`src/hw/uaid_params.svh`:
```
// Register map, field layout, reset values and timing counts of the accessory identifier
`ifndef UAID_PARAMS_SVH
`define UAID_PARAMS_SVH
// ---------------------------------------------------------------
// Register byte offsets
// ---------------------------------------------------------------
`define UAID_OFF_CTRL 12'h000
`define UAID_OFF_IRQ 12'h004
`define UAID_OFF_SENSE 12'h008
`define UAID_OFF_DEVTYPE 12'h00C
`define UAID_OFF_ADC 12'h010
// ---------------------------------------------------------------
// Control register layout and reset value
// ---------------------------------------------------------------
`define UAID_CTRL_RST 32'h0000006C
`define UAID_CTRL_VDB_LSB 0
`define UAID_CTRL_VTH_LSB 2
`define UAID_CTRL_VTL_LSB 5
`define UAID_CTRL_ODB_LSB 8
`define UAID_CTRL_MASK 32'h000003FF
// ---------------------------------------------------------------
// Event flag bits (write one to clear)
// ---------------------------------------------------------------
`define UAID_IRQ_ATTACH 0
`define UAID_IRQ_UNKNOWN 1
`define UAID_IRQ_VBUSDET 2
`define UAID_IRQ_OVP 3
`define UAID_IRQ_DETACH 4
`define UAID_IRQ_W 5
// ---------------------------------------------------------------
// Device type bits
// ---------------------------------------------------------------
`define UAID_DT_USB 0
`define UAID_DT_UART 1
`define UAID_DT_AUDIO1 2
`define UAID_DT_TTY 3
`define UAID_DT_USBJIG 4
`define UAID_DT_UARTJIG 5
`define UAID_DT_W 6
// ---------------------------------------------------------------
// ID converter codes
// ---------------------------------------------------------------
`define UAID_ADC_SHORT 5'h00
`define UAID_ADC_FLOAT 5'h1F
`define UAID_ADC_UART 5'h18
`define UAID_ADC_AUDIO1 5'h0E
`define UAID_ADC_TTY 5'h10
`define UAID_ADC_USBJIG 5'h19
`define UAID_ADC_UARTJIG 5'h1C
// ---------------------------------------------------------------
// Timing on the 32 kHz tick
// ---------------------------------------------------------------
`define UAID_RTC_HZ 32768
`define UAID_VBUS_DB_STEP_MS 10
`define UAID_VBUS_DB_STEP_TICKS ((`UAID_VBUS_DB_STEP_MS * `UAID_RTC_HZ + 999) / 1000)
`define UAID_KEY_POLL_MS 20
`define UAID_KEY_POLL_TICKS ((`UAID_KEY_POLL_MS * `UAID_RTC_HZ) / 1000)
`endif

```
`src/hw/uaid_pkg.sv`:
```
// Types shared by the accessory identifier modules
package uaid_pkg;
  // Identification flow states, one-hot
  typedef enum logic [4:0] {
    UAID_IDLE = 5'b00001,
    UAID_ACTIVE = 5'b00010,
    UAID_DECIDE = 5'b00100,
    UAID_ATTACHED = 5'b01000,
    UAID_DETACH = 5'b10000
  } uaid_state_t;

  // Analog comparator outputs from the connector front end
  typedef struct packed {
    logic id_low;
    logic vbus_above_high;
    logic vbus_below_low;
    logic vbus_overvoltage;
  } uaid_comp_t;

  // Software control fields
  typedef struct packed {
    logic [1:0] overvoltage_debounce_sel;
    logic [2:0] vbus_low_threshold_sel;
    logic [2:0] vbus_high_threshold_sel;
    logic [1:0] vbus_debounce_sel;
  } uaid_ctrl_t;
endpackage

```
`src/hw/uaid_sync.sv`:
```
// Two-flop synchroniser, one chain per bit
module uaid_sync #(
  parameter int W = 5
) (
  input wire logic i_mclk,
  input wire logic i_reset,
  input wire logic [W-1:0] i_async,
  output logic [W-1:0] o_sync
);
  // ---------------------------------------------------------------
  // Synchroniser chains
  // ---------------------------------------------------------------
  genvar g;
  generate
    for (g = 0; g < W; g = g + 1) begin : g_bit
      logic meta_q; // First stage, read only by second
      logic sync_q; // Second stage
      // Shift the pin through two flops
      always_ff @(posedge i_mclk) begin
        if (i_reset) begin
          meta_q <= 1'b0;
          sync_q <= 1'b0;
        end else begin
          meta_q <= i_async[g];
          sync_q <= meta_q;
        end
      end
      assign o_sync[g] = sync_q;
    end
  endgenerate
endmodule

```
`src/hw/uaid_debounce.sv`:
```
// Rising-edge debounce counted in 32 kHz ticks, immediate fall
module uaid_debounce #(
  parameter int CW = 10
) (
  input wire logic i_mclk,
  input wire logic i_reset,
  input wire logic i_tick,
  input wire logic i_level,
  input wire logic [CW-1:0] i_target,
  output logic o_stable
);
  logic [CW-1:0] cnt_q; // Ticks spent high

  // ---------------------------------------------------------------
  // Count ticks while the level stays high
  // ---------------------------------------------------------------
  always_ff @(posedge i_mclk) begin
    if (i_reset || !i_level) begin
      cnt_q <= '0;
    end else if (i_tick && (cnt_q < i_target)) begin
      cnt_q <= cnt_q + 1'b1;
    end
  end

  // Qualified output, dropped at once with the level
  always_ff @(posedge i_mclk) begin
    if (i_reset) begin
      o_stable <= 1'b0;
    end else begin
      o_stable <= i_level && (cnt_q >= i_target);
    end
  end
endmodule

```
`src/hw/uaid_core.sv`:
```
// Accessory identification: ID and VBUS monitoring, ID conversion, flags and APB registers
//
// Our own choices: the APB interface to the registers and the address map.
`include "uaid_params.svh"

// Contract
// - Watch ID and VBUS; attach enters Active (a VBUS attach with ID floating goes from Idle straight to Decide)
// - Known accessory sets type bit, attach
// - Unidentified accessory sets unknown-attach flag
// - Identify USB, UART, audio, TTY, jigs
// - Debounced VBUS rise raises detect, sense
// - VBUS below low: immediate event, sense low
// - Debounce codes give 0/10/20/30 ms
// - Threshold selects, eight steps, default 011
// - Over-voltage during attach raises event
// - Over-voltage debounce 0/2/4/8 RTC cycles
// - ID floating sense from comparator
// - Falling ID sense starts identification
// - Rising ID sense starts detachment
// - Done signal marks identification end
// - Identification launches one ID conversion
// - Conversion end sets status, stores result
// - Conversion enable clears itself
// - Short gives 00000, floating gives 11111
// - Audio cable: converter reads remote keys
module uaid_core (
  input wire logic i_mclk,
  input wire logic i_reset,
  // APB slave
  input wire logic i_psel,
  input wire logic i_penable,
  input wire logic i_pwrite,
  input wire logic [11:0] i_paddr,
  input wire logic [31:0] i_pwdata,
  output logic [31:0] o_prdata,
  output logic o_pready,
  output logic o_pslverr,
  // 32 kHz real-time clock and analog front end
  input wire logic i_rtc_clk,
  input wire uaid_pkg::uaid_comp_t i_comp,
  output logic [2:0] o_vbus_high_threshold_sel,
  output logic [2:0] o_vbus_low_threshold_sel,
  // ID converter
  output logic o_adc_en,
  input wire logic i_adc_done,
  input wire logic [4:0] i_adc_data,
  // Status to the chip
  output logic o_id_detection_done,
  output logic [`UAID_DT_W-1:0] o_device_type
);
  import uaid_pkg::*;

  // ---------------------------------------------------------------
  // Declarations
  // ---------------------------------------------------------------
  uaid_state_t state_q; // Identification flow state
  uaid_state_t state_d; // Next state
  uaid_ctrl_t ctrl_q; // Software control fields
  uaid_comp_t comp_s; // Synchronised comparators
  logic rtc_s; // Synchronised RTC clock
  logic rtc_prev_q; // RTC level one cycle ago
  logic tick; // One-cycle 32 kHz tick
  logic id_float_q; // ID floating sense
  logic id_float_d; // Next ID floating sense
  logic id_fall; // ID resistor connected
  logic id_rise; // ID resistor removed
  logic above_high_q; // Sampled high comparator
  logic below_low_q; // Sampled low comparator
  logic ovp_q; // Sampled over-voltage comparator
  logic vbus_ok; // Debounced VBUS rise
  logic ovp_ok; // Debounced over-voltage
  logic ovp_prev_q; // Over-voltage one cycle ago
  logic vbus_sense_q; // VBUS detect sense
  logic vbus_sense_d; // Next VBUS detect sense
  logic [9:0] vbus_target; // VBUS debounce ticks
  logic [9:0] ovp_target; // Over-voltage debounce ticks
  logic adc_en_q; // Conversion enable
  logic conv_done; // Conversion finished this cycle
  logic conv_start; // Launch a conversion
  logic adc_status_q; // Conversion status
  logic [4:0] adc_result_q; // Latest ID code
  logic [4:0] key_q; // Latest remote key code
  logic key_valid_q; // A key is pressed
  logic [9:0] poll_q; // Key poll counter
  logic poll_fire; // Key poll due
  logic id_done_q; // Identification finished
  logic [`UAID_DT_W-1:0] dev_type_q; // Identified device
  logic [`UAID_DT_W-1:0] dev_class; // Device from code
  logic [`UAID_IRQ_W-1:0] irq_q; // Sticky event flags
  logic [`UAID_IRQ_W-1:0] irq_set; // Events this cycle
  logic [`UAID_IRQ_W-1:0] irq_clr; // Software clears
  logic wr_en; // APB write taken
  logic setup; // APB setup phase
  logic addr_hit; // Mapped address
  logic [31:0] rdata; // Read mux

  // ---------------------------------------------------------------
  // Synchronisers and 32 kHz tick
  // ---------------------------------------------------------------
  uaid_sync #(
    .W(5)
  ) u_sync (
    .i_mclk(i_mclk),
    .i_reset(i_reset),
    .i_async({i_rtc_clk, i_comp}),
    .o_sync({rtc_s, comp_s})
  );

  // Remember RTC level for edge detection
  always_ff @(posedge i_mclk) begin
    if (i_reset) begin
      rtc_prev_q <= 1'b0;
    end else begin
      rtc_prev_q <= rtc_s;
    end
  end
  assign tick = rtc_s && !rtc_prev_q;

  // Sample comparators on the tick only
  always_ff @(posedge i_mclk) begin
    if (i_reset) begin
      above_high_q <= 1'b0;
      below_low_q <= 1'b1;
      ovp_q <= 1'b0;
    end else if (tick) begin
      above_high_q <= comp_s.vbus_above_high;
      below_low_q <= comp_s.vbus_below_low;
      ovp_q <= comp_s.vbus_overvoltage;
    end
  end

  // ---------------------------------------------------------------
  // ID floating sense and its edges
  // ---------------------------------------------------------------
  assign id_float_d = tick ? !comp_s.id_low : id_float_q;
  assign id_fall = id_float_q && !id_float_d;
  assign id_rise = !id_float_q && id_float_d;

  // Floating after reset, no accessory yet
  always_ff @(posedge i_mclk) begin
    if (i_reset) begin
      id_float_q <= 1'b1;
    end else begin
      id_float_q <= id_float_d;
    end
  end

  // ---------------------------------------------------------------
  // VBUS detection and over-voltage
  // ---------------------------------------------------------------
  assign vbus_target = 10'(ctrl_q.vbus_debounce_sel * `UAID_VBUS_DB_STEP_TICKS);
  assign ovp_target = (ctrl_q.overvoltage_debounce_sel == 2'h0) ? 10'h000 :
                      (10'h001 << ctrl_q.overvoltage_debounce_sel);

  uaid_debounce #(
    .CW(10)
  ) u_vbus_db (
    .i_mclk(i_mclk),
    .i_reset(i_reset),
    .i_tick(tick),
    .i_level(above_high_q),
    .i_target(vbus_target),
    .o_stable(vbus_ok)
  );

  uaid_debounce #(
    .CW(10)
  ) u_ovp_db (
    .i_mclk(i_mclk),
    .i_reset(i_reset),
    .i_tick(tick),
    .i_level(ovp_q),
    .i_target(ovp_target),
    .o_stable(ovp_ok)
  );

  // Low threshold clears at once, debounced high sets
  always_comb begin
    if (below_low_q) begin
      vbus_sense_d = 1'b0;
    end else if (vbus_ok) begin
      vbus_sense_d = 1'b1;
    end else begin
      vbus_sense_d = vbus_sense_q;
    end
  end

  // Sense and over-voltage history
  always_ff @(posedge i_mclk) begin
    if (i_reset) begin
      vbus_sense_q <= 1'b0;
      ovp_prev_q <= 1'b0;
    end else begin
      vbus_sense_q <= vbus_sense_d;
      ovp_prev_q <= ovp_ok;
    end
  end

  // ---------------------------------------------------------------
  // Identification flow
  // ---------------------------------------------------------------
  assign conv_done = adc_en_q && i_adc_done;
  assign poll_fire = (state_q == UAID_ATTACHED) && dev_type_q[`UAID_DT_AUDIO1] &&
                     tick && (poll_q == 10'(`UAID_KEY_POLL_TICKS)) && !adc_en_q;
  assign conv_start = ((state_q == UAID_IDLE) && id_fall) || poll_fire;

  // Map the stored code to a device type
  always_comb begin
    dev_class = '0;
    case (adc_result_q)
      `UAID_ADC_UART: dev_class[`UAID_DT_UART] = 1'b1;
      `UAID_ADC_AUDIO1: dev_class[`UAID_DT_AUDIO1] = 1'b1;
      `UAID_ADC_TTY: dev_class[`UAID_DT_TTY] = 1'b1;
      `UAID_ADC_USBJIG: dev_class[`UAID_DT_USBJIG] = 1'b1;
      `UAID_ADC_UARTJIG: dev_class[`UAID_DT_UARTJIG] = 1'b1;
      `UAID_ADC_FLOAT: dev_class[`UAID_DT_USB] = vbus_sense_q;
      default: dev_class = '0;
    endcase
  end

  // Next-state logic
  always_comb begin
    state_d = state_q;
    case (state_q)
      UAID_IDLE: begin
        if (id_fall) begin
          state_d = UAID_ACTIVE;
        end else if (id_float_q && vbus_sense_d && !vbus_sense_q) begin
          state_d = UAID_DECIDE;
        end
      end
      UAID_ACTIVE: begin
        if (id_rise) begin
          state_d = UAID_DETACH;
        end else if (conv_done) begin
          state_d = UAID_DECIDE;
        end
      end
      UAID_DECIDE: state_d = UAID_ATTACHED;
      UAID_ATTACHED: begin
        if (id_rise || (dev_type_q[`UAID_DT_USB] && !vbus_sense_q)) begin
          state_d = UAID_DETACH;
        end
      end
      UAID_DETACH: state_d = UAID_IDLE;
      default: state_d = UAID_IDLE;
    endcase
  end

  // State register
  always_ff @(posedge i_mclk) begin
    if (i_reset) begin
      state_q <= UAID_IDLE;
    end else begin
      state_q <= state_d;
    end
  end

  // Conversion enable, dropped by hardware on completion
  always_ff @(posedge i_mclk) begin
    if (i_reset) begin
      adc_en_q <= 1'b0;
    end else if (conv_start) begin
      adc_en_q <= 1'b1;
    end else if (conv_done || (state_q == UAID_DETACH)) begin
      adc_en_q <= 1'b0;
    end
  end

  // Store conversion result, floating ID forced to all ones
  always_ff @(posedge i_mclk) begin
    if (i_reset) begin
      adc_result_q <= `UAID_ADC_FLOAT;
      adc_status_q <= 1'b0;
    end else if (conv_done && (state_q == UAID_ACTIVE)) begin
      adc_result_q <= id_float_q ? `UAID_ADC_FLOAT : i_adc_data;
      adc_status_q <= 1'b1;
    end else if (state_q == UAID_DETACH) begin
      adc_status_q <= 1'b0;
    end
  end

  // Remote key reads while the audio cable stays attached
  always_ff @(posedge i_mclk) begin
    if (i_reset || (state_q != UAID_ATTACHED)) begin
      key_q <= '0;
      key_valid_q <= 1'b0;
      poll_q <= '0;
    end else begin
      if (tick) begin
        poll_q <= poll_fire ? 10'h000 : poll_q + 10'h001;
      end
      if (conv_done) begin
        key_q <= i_adc_data;
        key_valid_q <= (i_adc_data < `UAID_ADC_AUDIO1);
      end
    end
  end

  // Device type and identification-done marker
  always_ff @(posedge i_mclk) begin
    if (i_reset) begin
      dev_type_q <= '0;
      id_done_q <= 1'b0;
    end else if (state_q == UAID_DECIDE) begin
      dev_type_q <= id_float_q ? {{(`UAID_DT_W-1){1'b0}}, vbus_sense_q} : dev_class;
      id_done_q <= 1'b1;
    end else if (state_q == UAID_DETACH) begin
      dev_type_q <= '0;
      id_done_q <= 1'b0;
    end
  end

  // ---------------------------------------------------------------
  // Sticky event flags
  // ---------------------------------------------------------------
  always_comb begin
    irq_set = '0;
    if (state_q == UAID_DECIDE) begin
      if (id_float_q ? vbus_sense_q : (dev_class != '0)) begin
        irq_set[`UAID_IRQ_ATTACH] = 1'b1;
      end else begin
        irq_set[`UAID_IRQ_UNKNOWN] = 1'b1;
      end
    end
    irq_set[`UAID_IRQ_VBUSDET] = vbus_sense_d != vbus_sense_q;
    irq_set[`UAID_IRQ_OVP] = ovp_ok && !ovp_prev_q && (state_q != UAID_IDLE);
    irq_set[`UAID_IRQ_DETACH] = state_q == UAID_DETACH;
  end
  assign irq_clr = (wr_en && (i_paddr == `UAID_OFF_IRQ)) ? i_pwdata[`UAID_IRQ_W-1:0] : '0;

  // Set wins over a clear in the same cycle
  always_ff @(posedge i_mclk) begin
    if (i_reset) begin
      irq_q <= '0;
    end else begin
      irq_q <= (irq_q & ~irq_clr) | irq_set;
    end
  end

  // ---------------------------------------------------------------
  // APB slave
  // ---------------------------------------------------------------
  assign setup = i_psel && !i_penable;
  assign wr_en = i_psel && i_penable && i_pwrite;
  assign addr_hit = (i_paddr == `UAID_OFF_CTRL) || (i_paddr == `UAID_OFF_IRQ) ||
                    (i_paddr == `UAID_OFF_SENSE) || (i_paddr == `UAID_OFF_DEVTYPE) ||
                    (i_paddr == `UAID_OFF_ADC);
  assign o_pready = 1'b1;
  assign o_pslverr = i_psel && i_penable && !addr_hit;

  // Read mux, unmapped reads as zero
  always_comb begin
    case (i_paddr)
      `UAID_OFF_CTRL: rdata = {22'h000000, ctrl_q};
      `UAID_OFF_IRQ: rdata = {27'h0000000, irq_q};
      `UAID_OFF_SENSE: rdata = {27'h0000000, adc_status_q, id_done_q, ovp_ok,
                                vbus_sense_q, id_float_q};
      `UAID_OFF_DEVTYPE: rdata = {26'h0000000, dev_type_q};
      `UAID_OFF_ADC: rdata = {15'h0000, key_valid_q, 3'h0, key_q, 3'h0, adc_result_q};
      default: rdata = 32'h00000000;
    endcase
  end

  // Read data captured in the setup phase
  always_ff @(posedge i_mclk) begin
    if (i_reset) begin
      o_prdata <= 32'h00000000;
    end else if (setup) begin
      o_prdata <= rdata;
    end
  end

  // Control register, thresholds default to code 011
  always_ff @(posedge i_mclk) begin
    if (i_reset) begin
      ctrl_q <= uaid_ctrl_t'(10'(`UAID_CTRL_RST));
    end else if (wr_en && (i_paddr == `UAID_OFF_CTRL)) begin
      ctrl_q <= uaid_ctrl_t'(i_pwdata[9:0]);
    end
  end

  // ---------------------------------------------------------------
  // Outputs
  // ---------------------------------------------------------------
  assign o_vbus_high_threshold_sel = ctrl_q.vbus_high_threshold_sel;
  assign o_vbus_low_threshold_sel = ctrl_q.vbus_low_threshold_sel;
  assign o_adc_en = adc_en_q;
  assign o_id_detection_done = id_done_q;
  assign o_device_type = dev_type_q;
endmodule

```
`config.mk`:
```
export PLATFORM = sky130hd
export DESIGN_NAME = uaid_core
export DESIGN_NICKNAME = d
export VERILOG_FILES = /design/src/hw/uaid_pkg.sv /design/src/hw/uaid_sync.sv /design/src/hw/uaid_debounce.sv /design/src/hw/uaid_core.sv
export VERILOG_INCLUDE_DIRS = /design/src /design/src/hw
export SDC_FILE = /design/constraint.sdc
export NUM_CORES = 1
export LEC_CHECK = 0
export BUFFER_PORTS_ARGS = -buffer_cell sky130_fd_sc_hd__buf_2
export CORE_AREA = 2 2 131 133
export DETAILED_ROUTE_END_ITERATION = 12
export DIE_AREA = 0 0 133 135
export GPL_TIMING_DRIVEN = 1
export MAX_ROUTING_LAYER = met4
export PLACE_DENSITY = 0.5
export SLEW_MARGIN = 20
export SYNTH_ARGS = -nofsm -noshare
export SYNTH_HDL_FRONTEND = slang
export SYNTH_SLANG_ARGS = --single-unit
```
`constraint.sdc`:
```
create_clock -name i_mclk -period 2.8 [get_ports i_mclk]
set_input_delay 0.84 -clock i_mclk [delete_from_list [all_inputs] [get_ports i_mclk]]
set_output_delay 0.84 -clock i_mclk [all_outputs]
set_load 0.03 [all_outputs]
```
==> flow_metrics.env <==
export IMPL_fin_skew_ps=6.784
export IMPL_hold_violations=0
export IMPL_synth_most_common_cell="dfxtp_1"
export IMPL_timing_setup_tns_ps=0
export IMPL_grt_usage=0.1500
export IMPL_hpwl_um=9195
export IMPL_synth_cells=583
export IMPL_grt_ovfl_total=0
export IMPL_grt_pass1_vias=4222
export IMPL_drtIter0Drc=220
export IMPL_die_w_um=133
export IMPL_reg2reg_to="u_vbus_db.cnt_q[8]$_SDFFE_PP0P_"
export IMPL_dp_slack_ps=72.18
export IMPL_detail_route_wirelength_um=12720
export IMPL_clk_pin_slew_ps=70
export IMPL_die_area_sq_um=17960
export IMPL_synth_area_leaders="dfxtp_1 42%, a21oi_1 5.4%, nand2_1 5.1%"
export IMPL_pin_count=108
export IMPL_synth_common_cells="103 x dfxtp_1, 67 x nand2_1, 53 x a21oi_1"
export IMPL_hold_path_class="reg2reg"
export IMPL_initial_core_util=0.2989
export IMPL_setup_worst_path_start="i_paddr[5]"
export IMPL_synthArstFlopShare=0
export IMPL_synth_distinct_cells=59
export IMPL_synth_edff_count=0
export IMPL_avgSynthCellArea_sq_um=8.411
export IMPL_hold_start="u_sync.g_bit[2].sync_q$_SDFF_PP0_"
export IMPL_vdd_ir_drop_worst_mv=0.2706
export IMPL_drtPass1Iterations=4
export IMPL_r2r_slack_ps=710
export IMPL_maxCapViolCount=0
export IMPL_grt_pass1_wl_um=21020
export IMPL_setup_violations=0
export IMPL_synth_top_area_share=0.4205
export IMPL_vias_per_cell=4.987
export IMPL_cts_tree="done"
export IMPL_whs_path_depth=2
export IMPL_clock_latency_ps=350
export IMPL_required_ps=1960
export IMPL_regToRegStartpoint="ctrl_q[1]$_SDFFE_PP0P_"
export IMPL_max_slew_margin_rel=0.5164
export IMPL_power_leakage_nw=2.079
export IMPL_synth_top_cell_by_area="dfxtp_1"
export IMPL_area_growth_syn_to_layout_pct=15.57
export IMPL_reg2reg_depth=6
export IMPL_cts_sinks=103
export IMPL_ys_warn_count=0
export IMPL_clockBufferDepth=2
export IMPL_critPathMaxFanout=4
export IMPL_n_antenna_cell=0
export IMPL_vias=4309
export IMPL_outcome="completed"
export IMPL_crit_arrival_ps=1870
export IMPL_die_h_um=135
export IMPL_ys_flop_type="dfxtp_1"
export IMPL_final_max_slew_viol_count=0
export IMPL_tightestPinTransition_ps=725.4
export IMPL_gp_congestion=0.8276
export IMPL_synth_area_sq_um=4903
export IMPL_seq_area_frac_synth=0.4205
export IMPL_drc_errors=0
export IMPL_fin_nets=712
export IMPL_cts_hold_buf=0
export IMPL_hold_path_end="above_high_q$_SDFFE_PP0N_"
export IMPL_period_needed_ps=2707
export IMPL_layout_filler_cells=1723
export IMPL_cts_root_buf="clkbuf_16"
export IMPL_drive_above_1_share=0.1724
export IMPL_placement_rows=47
export IMPL_grt_max_degree=27
export IMPL_cts_buffers=9
export IMPL_cts_setup_buffers=0
export IMPL_ys_ff_latch=103
export IMPL_htree_levels=3
export IMPL_antenna_found_initial=0
export IMPL_start_kind="input port"
export IMPL_port_buffers=66
export IMPL_rsz0062_at_grt="no"
export IMPL_core_area_sq_um=16410
export IMPL_wl_per_cell_um=14.72
export IMPL_final_setup_worst_slack_ps=93.22
export IMPL_endpoint_kind="output pin"
export IMPL_critPathKind="in2out"
export IMPL_p_per_area_nw_per_um2=529.1
export IMPL_ant_nets=0
export IMPL_clock_fmax_mhz=369.4
export IMPL_fin_crit_sh=0.9667
-- power by group --
group,switching [mW],internal (mW)
combinational,0.158,0.0720
sequential,0.0164,1.49
clock,0.571,0.695
-- sequential cells by signal, summed over array words and instances (netlist names), 3 cells and up --
register,cells
o_vbus_low_threshold_sel,3
ctrl_q,4
o_prdata,14
adc_result_q,5
state_q,5
poll_q,10
u_vbus_db.cnt_q,10
u_ovp_db.cnt_q,10
u_sync.g_bit.meta_q,5
key_q,5
o_vbus_high_threshold_sel,3
irq_q,5
o_device_type,6
u_sync.g_bit.sync_q,5
-- timing repair --
action,CTS,global route
endpoints found under the hold margin,0,0
resized for setup,0,1
endpoints found under the setup margin,0,1
-- critical path, stage by stage --
cell and delay [ps]:
buf_2 110, or3_4 380, nand4b_1 170, and3_1 190, buf_2 170
-- area by class of cell --
cell class | count | area (sq um) | area share
Clock inverter | 5 | 58.81 | 0.01038
Timing Repair Buffer | 77 | 412.9 | 0.07286
Inverter | 16 | 60.06 | 0.01060
Clock buffer | 11 | 232.7 | 0.04107
Sequential cell | 103 | 2062 | 0.3639
Multi-Input combinational cell | 432 | 2565 | 0.4526
Tap cell | 220 | 275.3 | 0.04858
-- through the flow --
step	total power [mW]	instance area [sq um]	utilization	instances	hold slack (ps)
after floorplan	1.699	4967	-	600	413.8
after global placement	1.762	5370	0.3273	848	426.9
after detailed placement	1.763	5370	0.3273	848	424.5
after CTS	3.023	5662	0.3451	864	447.5
after global routing	3.110	5667	0.3454	864	463.9
final	2.998	5667	0.3454	864	441.6
-- worst max path at each step --
| stage | slack [ps] | depth (start not counted) | end |
|---|---|---|---|
| floorplan | 280 | 3 | o_pslverr |
| global placement | 80 | 5 | o_pslverr |
| detailed placement | 70 | 5 | o_pslverr |
| CTS | 60 | 5 | o_pslverr |
| global route | 30 | 5 | o_pslverr |
| finish | 90 | 5 | o_pslverr |
-- cell usage in the layout, fill, tap and decap left out, types with 7 or more instances in the layout --
cell type and count:
nor3_1 12, nand3_1 36, clkbuf_16 9, o31ai_1 8, nand2_1 67, nand2b_1 12, nor2_1 30, mux2_2 7
a21oi_1 53, mux2i_1 7, o21ai_0 29, buf_4 11, nand4_1 17, dfxtp_1 103, nor2b_1 22, nor4_1 12
and2_1 8, inv_1 16, ha_1 13, xnor2_1 7, conb_1 19, a22oi_1 7, buf_2 66
-- layer usage --
layer  routed length [um]  vias to the layer above  GRT usage
met1                 6144                     2012     0.1951
met4                  216                        0    0.05257
met5                    0                        -          -
met2                 5779                      125     0.2352
li1                     -                     2154          -
met3                  580                       18    0.02703
-- logic make-up after synthesis --
| family | Yosys count | synth area share |
|---|---|---|
| buf+inv | 65 | 0.07043 |
| other cells | 2 | 0.001532 |
| compound gates | 126 | 0.1531 |
| mux | 14 | 0.03037 |
| flops | 103 | 0.4205 |
| fa+ha+maj | 13 | 0.03317 |
| xor+xnor | 8 | 0.01429 |
| simple gates | 252 | 0.2766 |
Note: power is estimated with default switching activity, not from simulation.
